## src/ifr_defs.vh

```
`ifndef IFR_DEFS_VH
`define IFR_DEFS_VH
// Read bus and instruction geometry
`define IFR_BUS_W 64
`define IFR_INSN_W 32
`define IFR_LINE_WORDS 8
`define IFR_IDX_W 3
`define IFR_CNT_W 4
// Transfer counts per width and line size
`define IFR_XFER_N32_FOUR 4'h4
`define IFR_XFER_N32_EIGHT 4'h8
`define IFR_XFER_N64_FOUR 4'h2
`define IFR_XFER_N64_EIGHT 4'h4
// Width flag encoding
`define IFR_WIDTH_32 1'h0
`define IFR_WIDTH_64 1'h1
// Return FIFO shape
`define IFR_FIFO_DEPTH 4
`define IFR_FIFO_AW 2
`define IFR_FIFO_W 68
// State codes
`define IFR_ST_IDLE 2'h0
`define IFR_ST_REQ 2'h1
`define IFR_ST_DATA 2'h2
`endif

```

## src/ifr_top.v

```verilog
`timescale 1ns/10ps
`include "ifr_defs.vh"
module ifr_top (
	input wire clk, // Processor and bus clock, 25 MHz
	input wire arst_n, // Async reset, active low
	input wire fetch_start, // Pulse: start a line fetch
	input wire fetch_cacheable_in, // Attribute of the target line
	input wire noncache_size_bit, // 1: eight-word non-cacheable lines
	output wire fetch_ready, // Idle and return FIFO empty
	output reg fetch_request_q, // Line request to the slave
	output reg fetch_line_size_q, // 1: eight words, 0: four words
	output reg fetch_cacheable_flag_q, // Cacheability of the request
	input wire fetch_addr_ack, // Slave takes the request
	input wire slave_width_flag, // 0: 32-bit, 1: 64-bit slave
	input wire fetch_read_ack, // One transfer on the read bus
	input wire [0:63] fetch_read_bus, // Read data, bit 0 most significant
	input wire [2:0] fetch_word_order, // Word or doubleword position
	output reg line_done_q, // Pulse: whole line received
	output reg order_err_q, // Sticky: invalid order seen
	output reg overrun_q, // Sticky: FIFO full on a transfer
	output reg [7:0] line_valid_q, // Per-instruction received mask
	output reg [255:0] line_data_q, // Fill buffer, instruction 0 low
	output wire ret_valid, // Returned transfer available
	input wire ret_ready, // Consumer takes it
	output wire ret_double, // Entry carries two instructions
	output wire [2:0] ret_index, // Index of first instruction
	output wire [63:0] ret_data // Upper word is first instruction
);
	reg [1:0] state_q;
	reg [1:0] state_d;
	reg width_q;
	reg [3:0] expect_q;
	reg [3:0] count_q;
	reg [3:0] expect_d;
	wire eight_words;
	wire take;
	wire order_bad;
	reg [2:0] idx;
	reg dbl;
	reg [31:0] w_hi;
	reg [31:0] w_lo;
	wire fifo_in_ready;
	wire fifo_out_valid;
	wire [67:0] fifo_out;
	wire last_xfer;

	// Cacheable lines are always eight words
	assign eight_words = fetch_cacheable_in | noncache_size_bit;

	// New line only when idle and nothing still waits in the FIFO,
	// so a line of up to four transfers fits even with a stalled consumer
	assign fetch_ready = (state_q == `IFR_ST_IDLE) & ~fifo_out_valid;

	// Transfers only count once the line has been acknowledged
	assign take = fetch_read_ack & (state_q == `IFR_ST_DATA);

	// Low order bit set is meaningless for a doubleword slave
	assign order_bad = take & (width_q == `IFR_WIDTH_64) &
		fetch_word_order[0];

	assign last_xfer = take & ((count_q + 4'h1) == expect_q);

	// Expected transfers from width and line size at acknowledge
	always @* begin
		if (slave_width_flag == `IFR_WIDTH_32) begin
			if (fetch_line_size_q)
				expect_d = `IFR_XFER_N32_EIGHT;
			else
				expect_d = `IFR_XFER_N32_FOUR;
		end else begin
			if (fetch_line_size_q)
				expect_d = `IFR_XFER_N64_EIGHT;
			else
				expect_d = `IFR_XFER_N64_FOUR;
		end
	end

	// Placement of the transfer within the line
	always @* begin
		idx = 3'h0;
		dbl = 1'b0;
		w_hi = fetch_read_bus[0:31];
		w_lo = fetch_read_bus[32:63];
		if (width_q == `IFR_WIDTH_32) begin
			// Even orders read bits 0-31, odd ones bits 32-63
			if (fetch_word_order[0])
				w_hi = fetch_read_bus[32:63];
			else
				w_hi = fetch_read_bus[0:31];
			w_lo = w_hi;
			if (fetch_line_size_q)
				idx = fetch_word_order;
			else
				idx = {1'b0, fetch_word_order[1:0]};
		end else begin
			dbl = 1'b1;
			if (fetch_line_size_q)
				idx = {fetch_word_order[2:1], 1'b0};
			else
				idx = {1'b0, fetch_word_order[1], 1'b0};
		end
	end

	// Request, acknowledge and data sequence
	always @* begin
		state_d = state_q;
		case (state_q)
			`IFR_ST_IDLE: begin
				if (fetch_start & fetch_ready)
					state_d = `IFR_ST_REQ;
			end
			`IFR_ST_REQ: begin
				if (fetch_addr_ack)
					state_d = `IFR_ST_DATA;
			end
			`IFR_ST_DATA: begin
				if (last_xfer)
					state_d = `IFR_ST_IDLE;
			end
			default: begin
				state_d = `IFR_ST_IDLE;
			end
		endcase
	end

	// State and request outputs
	always @(posedge clk or negedge arst_n) begin
		if (!arst_n) begin
			state_q <= `IFR_ST_IDLE;
			fetch_request_q <= 1'b0;
			fetch_line_size_q <= 1'b0;
			fetch_cacheable_flag_q <= 1'b0;
		end else begin
			state_q <= state_d;
			if ((state_q == `IFR_ST_IDLE) & fetch_start & fetch_ready) begin
				fetch_request_q <= 1'b1;
				fetch_line_size_q <= eight_words;
				fetch_cacheable_flag_q <= fetch_cacheable_in;
			end else if (fetch_addr_ack & (state_q == `IFR_ST_REQ)) begin
				fetch_request_q <= 1'b0;
			end
		end
	end

	// Width flag is only meaningful in the acknowledge cycle, so latch it
	always @(posedge clk or negedge arst_n) begin
		if (!arst_n) begin
			width_q <= `IFR_WIDTH_32;
			expect_q <= 4'h0;
		end else if (fetch_addr_ack & (state_q == `IFR_ST_REQ)) begin
			width_q <= slave_width_flag;
			expect_q <= expect_d;
		end
	end

	// Transfer counter, one step per acknowledge, any gap allowed
	always @(posedge clk or negedge arst_n) begin
		if (!arst_n) begin
			count_q <= 4'h0;
			line_done_q <= 1'b0;
		end else begin
			line_done_q <= last_xfer;
			if (fetch_addr_ack & (state_q == `IFR_ST_REQ))
				count_q <= 4'h0;
			else if (take)
				count_q <= count_q + 4'h1;
		end
	end

	// Sticky error flags, cleared when the next line is requested
	always @(posedge clk or negedge arst_n) begin
		if (!arst_n) begin
			order_err_q <= 1'b0;
			overrun_q <= 1'b0;
		end else begin
			if (order_bad)
				order_err_q <= 1'b1;
			else if (state_q == `IFR_ST_REQ)
				order_err_q <= 1'b0;
			if (take & ~fifo_in_ready)
				overrun_q <= 1'b1;
			else if (state_q == `IFR_ST_REQ)
				overrun_q <= 1'b0;
		end
	end

	// Fill buffer, one slot per instruction of the line
	genvar gi;
	generate
		for (gi = 0; gi < `IFR_LINE_WORDS; gi = gi + 1) begin : g_slot
			wire hit_hi;
			wire hit_lo;
			// Doublewords fill the even slot from bits 0-31, odd from 32-63
			assign hit_hi = take & ~order_bad & (idx == gi);
			assign hit_lo = take & ~order_bad & dbl &
				((idx + 3'h1) == gi);
			always @(posedge clk or negedge arst_n) begin
				if (!arst_n) begin
					line_valid_q[gi] <= 1'b0;
					line_data_q[gi*32 +: 32] <= 32'h00000000;
				end else if (fetch_addr_ack & (state_q == `IFR_ST_REQ)) begin
					line_valid_q[gi] <= 1'b0;
				end else if (hit_hi) begin
					line_valid_q[gi] <= 1'b1;
					line_data_q[gi*32 +: 32] <= w_hi;
				end else if (hit_lo) begin
					line_valid_q[gi] <= 1'b1;
					line_data_q[gi*32 +: 32] <= w_lo;
				end
			end
		end
	endgenerate

	// Every accepted transfer with a valid order also goes out in arrival order;
	// the protocol cannot stall the slave, so a full FIFO only flags
	ifr_fifo #(
		.WIDTH(`IFR_FIFO_W),
		.DEPTH(`IFR_FIFO_DEPTH),
		.AW(`IFR_FIFO_AW)
	) u_fifo (
		.clk(clk),
		.arst_n(arst_n),
		.in_valid(take & ~order_bad),
		.in_ready(fifo_in_ready),
		.in_data({dbl, idx, w_hi, w_lo}),
		.out_valid(fifo_out_valid),
		.out_ready(ret_ready),
		.out_data(fifo_out)
	);

	assign ret_valid = fifo_out_valid;
	assign ret_double = fifo_out[67];
	assign ret_index = fifo_out[66:64];
	assign ret_data = fifo_out[63:0];
endmodule // ifr_top

```

## src/ifr_fifo.v

```verilog
`timescale 1ns/10ps
`include "ifr_defs.vh"
module ifr_fifo #(
	parameter WIDTH = 68,
	parameter DEPTH = 4,
	parameter AW = 2
) (
	input wire clk, // System clock
	input wire arst_n, // Async reset, active low
	input wire in_valid, // Write request
	output wire in_ready, // Room for a word
	input wire [WIDTH-1:0] in_data, // Write data
	output wire out_valid, // Word available
	input wire out_ready, // Consumer takes word
	output wire [WIDTH-1:0] out_data // Head word
);
	reg [WIDTH-1:0] mem_q [0:DEPTH-1];
	reg [AW-1:0] wr_q;
	reg [AW-1:0] rd_q;
	reg [AW:0] cnt_q;
	wire push;
	wire pop;
	// Full and empty come straight from the occupancy count
	assign in_ready = (cnt_q != DEPTH[AW:0]);
	assign out_valid = (cnt_q != {(AW+1){1'b0}});
	assign out_data = mem_q[rd_q];
	assign push = in_valid & in_ready;
	assign pop = out_valid & out_ready;
	// Pointers and count
	always @(posedge clk or negedge arst_n) begin
		if (!arst_n) begin
			wr_q <= {AW{1'b0}};
			rd_q <= {AW{1'b0}};
			cnt_q <= {(AW+1){1'b0}};
		end else begin
			if (push)
				wr_q <= wr_q + 1'b1;
			if (pop)
				rd_q <= rd_q + 1'b1;
			if (push & ~pop)
				cnt_q <= cnt_q + 1'b1;
			else if (pop & ~push)
				cnt_q <= cnt_q - 1'b1;
		end
	end
	// Storage needs no reset; out_valid guards it
	always @(posedge clk) begin
		if (push)
			mem_q[wr_q] <= in_data;
	end
endmodule // ifr_fifo

```

## config.mk

```make
export PLATFORM = sky130hd
export DESIGN_NAME = ifr_top
export DESIGN_NICKNAME = d
export VERILOG_FILES = /design/src/ifr_top.v /design/src/ifr_fifo.v
export VERILOG_INCLUDE_DIRS = /design/src /design/src/src
export SDC_FILE = /design/constraint.sdc
export NUM_CORES = 1
export LEC_CHECK = 0
export BUFFER_PORTS_ARGS = -buffer_cell sky130_fd_sc_hd__clkbuf_2
export CAP_MARGIN = 40
export CORE_MARGIN = 1.5
export CORE_UTILIZATION = 60
export CTS_CLUSTER_DIAMETER = 80
export DETAILED_ROUTE_END_ITERATION = 12
export PLACE_DENSITY = 0.95
export SLEW_MARGIN = 20
export SYNTH_ARGS = -nofsm -noshare
export SYNTH_HDL_FRONTEND = slang
export SYNTH_SLANG_ARGS = --single-unit
export TNS_END_PERCENT = 1
```

## constraint.sdc

```tcl
create_clock -name clk -period 4.7 [get_ports clk]
set_input_delay 0.94 -clock clk [delete_from_list [all_inputs] [get_ports clk]]
set_output_delay 0.94 -clock clk [all_outputs]
set_load 0.05 [all_outputs]
```

==> out/metrics.yaml <==
postCtsSetupRepairBufs: 0
yosysWarnings: 0
synth_mux_area_share_pct: 14.3
grt_usage_pct: 35.9
min_period_ns: 3.47
synth_xor_area_share_pct: 0.433
critical_path.cell_chain: "buf_12 > mux4_2 > clkbuf_2"
drt_iter0_drc: 2090
synth_compound_area_share_pct: 7.93
die_width_um: 196
setup_viol: 0
drive_above_1_share_pct: 38.2
cts_hold_buf: 0
synth_area_leaders: "edfxtp_1 (37%), dfrtp_1 (32%), mux4_2 (6.9%)"
synthToLayoutAreaGrowth_pct: 20.6
skew_ns: 0.0171
grt_overflow: 0
crit_required_ns: 3.76
max_freq_mhz: 289
ios: 416
die_h_um: 196
maxSlewHeadroom_pct: 34.7
synth_seq_cells: 559
synthFlopType: "dfrtp_1"
fin_crit_sh_pct: 73.7
vias: 15833
cts_tree: "built"
vias_per_cell: 6.64
route.antenna.remaining_nets: 0
hpwl_um: 42700
antenna_found_initial: 1
p_per_area_nw_per_um2: 759
layout.cells.non_filler: 2384
fp.coreArea_um2: 36500
worstSetupEndpointType: "output port"
grt_max_degree: 102
crit_type: "reg2out"
critPathLaunchType: "flip-flop"
synthAdderAreaFrac_pct: 0.653
clk_latency_ns: 0.57
cpMaxStageDelayCell: "mux4_2"
clock-root-buffer: "clkbuf_16"
path_delay_family: "multiplexers"
path_clk_slew_ns: 0.06
dieArea_um2: 38200
grt_pass1_vias: 16358
fp-row-count: 70
cpPeakStageDelay_ns: 0.64
finalSetupTns_ns: 0
worst_pin_slew_ns: 0.952
htreeDepth: 2
holdCritPathClass: "in2async"
worst_slack_ns: 1.23
cap_violations: 0
dp_slack_ns: 1.05
synthSimpleGateAreaFrac_pct: 4.82
post-route-util_pct: 73.4
syn-cell-area_um2: 22200
ir_drop_mv: 0.628
yosysUniqueCellTypes: 47
synth_top_cell_by_area: "edfxtp_1"
routed_wl_um: 67900
grt_pass1_wl_um: 101000
cts_buffers: 52
syn_nets: 1545
cp.arrival_ns: 2.53
yosysMostFrequentCell: "dfrtp_1"
final-hold-violation-count: 0
netlist_instances: 1458
synth_edf_count: 272
dp_cells: 2282
status: "finished, final reports clean"
worst-path-max-fanout: 39
gp_congestion: 0.860
drv_slew: 0
yosysTopAreaCellShare_pct: 36.7
clk_path_buf_depth: 3
drc: 0
fin_nets: 1960
power.leakage_nw: 11.5
synthTopCellsByCount: "dfrtp_1 (287), edfxtp_1 (272), nor2_1 (136)"
ys_seq_area_share_pct: 69.0
cp_num_buf_inv: 2
synth_top_family_by_area: "multiplexers"
initial_core_util_pct: 60.9
async_flop_share_pct: 51.3
cts_sinks: 559
portBuffers: 415
power_mw: 20.3
syn_avg_cell_area_um2: 15.3
routedWlPerCell_um: 28.5
rrSetupSlack_ns: 1.51
dr.pass1.iters: 8
rsz0062_at_grt: "false"
post_cts_resized: 0
[cells by family after synthesis]
| group | count (synthesis) |
|---|---|
| buffers and inverters | 140 |
| XOR/XNOR | 11 |
| flip-flops | 559 |
| multiplexers | 201 |
| AND/OR/NAND/NOR | 258 |
| AO/OA/AOI/OAI | 278 |
| adder cells (fa/ha/maj) | 11 |
[layer usage]
| layer | track usage, % | up-vias | wire length [µm] |
|---|---|---|---|
| met3 | 8.58 | 313 | 7740 |
| met5 | 0 | - | 0 |
| met4 | 22.3 | 0 | 4510 |
| met1 | 44.2 | 7899 | 22800 |
| li1 | - | 6292 | - |
| met2 | 57.8 | 1329 | 32900 |
[metrics by stage]
| step | hold WS (ns) | instance area, µm² |
|---|---|---|
| after CTS | 0.440 | 26700 |
| final | 0.391 | 26800 |
| after global routing | 0.457 | 26800 |
| after global placement | 0.459 | 24800 |
| after floorplan | 0.469 | 22200 |
| after detailed placement | 0.465 | 24900 |
[worst reg2reg max path: stages (launching register included)]
cell and delay (ns):
dfrtp_1 0.60, nor2b_4 0.22, buf_4 0.70, a2bb2oi_1 0.14, or3_2 0.61, buf_4 0.39
mux2_4 0.41
[layout by cell type (no fill, tap or decap), types with 4 or more instances in the layout]
master / synthesis / routed
clkbuf_16: 0 / 53
clkbuf_1: 48 / 6
clkbuf_2: 1 / 414
buf_12: 0 / 4
nand2_1: 92 / 90
mux2_1: 7 / 7
nor2_1: 136 / 134
clkbuf_8: 0 / 5
mux2i_1: 33 / 33
bufinv_16: 0 / 8
o21ai_0: 75 / 75
clkinv_2: 0 / 12
edfxtp_1: 272 / 272
clkinv_1: 0 / 6
dfrtp_1: 287 / 285
mux2_4: 50 / 50
and2_4: 0 / 4
buf_16: 0 / 7
a221oi_1: 62 / 62
xnor2_1: 8 / 8
o22ai_1: 62 / 62
mux2_2: 43 / 43
mux4_2: 68 / 68
ha_1: 10 / 10
inv_1: 42 / 40
a21oi_1: 67 / 67
buf_2: 36 / 4
buf_4: 1 / 27
[report_power, final]
part | total (mW) | switching (mW) | internal (mW)
registers | 7.05 | 0.780 | 6.27
logic | 8.87 | 6.62 | 2.25
clock network | 4.42 | 1.83 | 2.59
[final cells by class]
type	count	area, µm²
Antenna cell	1	2.50
Clock buffer	64	1420
Clock inverter	32	373
Fill cell	2059	9700
Inverter	42	158
Multi-Input combinational cell	759	6320
Sequential cell	559	15400
Tap cell	468	586
Timing Repair Buffer	459	2600
[sequential cells by signal, summed over array words and instances (netlist names)]
| signal | cells |
|---|---|
| width_q | 1 |
| fetch_request_q | 1 |
| u_fifo.cnt_q | 3 |
| line_data_q | 256 |
| expect_q | 3 |
| u_fifo.rd_q | 2 |
| state_q | 2 |
| fetch_cacheable_flag_q | 1 |
| overrun_q | 1 |
| u_fifo.wr_q | 2 |
| order_err_q | 1 |
| fetch_line_size_q | 1 |
| line_valid_q | 8 |
| line_done_q | 1 |
| u_fifo.mem_q | 272 |
| count_q | 4 |
[path summary, 6_finish.rpt]
kind                                                  start                            to  cells after the start
worst max-delay path             u_fifo.rd_q[0]$_DFFE_PN0P_                  ret_data[47]                      3
worst min-delay path                                 arst_n  line_data_q[184]$_DFFE_PN0P_                      1
worst max register to register          width_q$_DFFE_PN0P_   line_data_q[41]$_DFFE_PN0P_                      6
worst min register to register  line_valid_q[2]$_DFFE_PN0P_   line_valid_q[2]$_DFFE_PN0P_                      2
max in group asynchronous                            arst_n  line_data_q[165]$_DFFE_PN0P_                      2
min in group clk                line_valid_q[2]$_DFFE_PN0P_   line_valid_q[2]$_DFFE_PN0P_                      2
(Power assumes the default switching activity.)
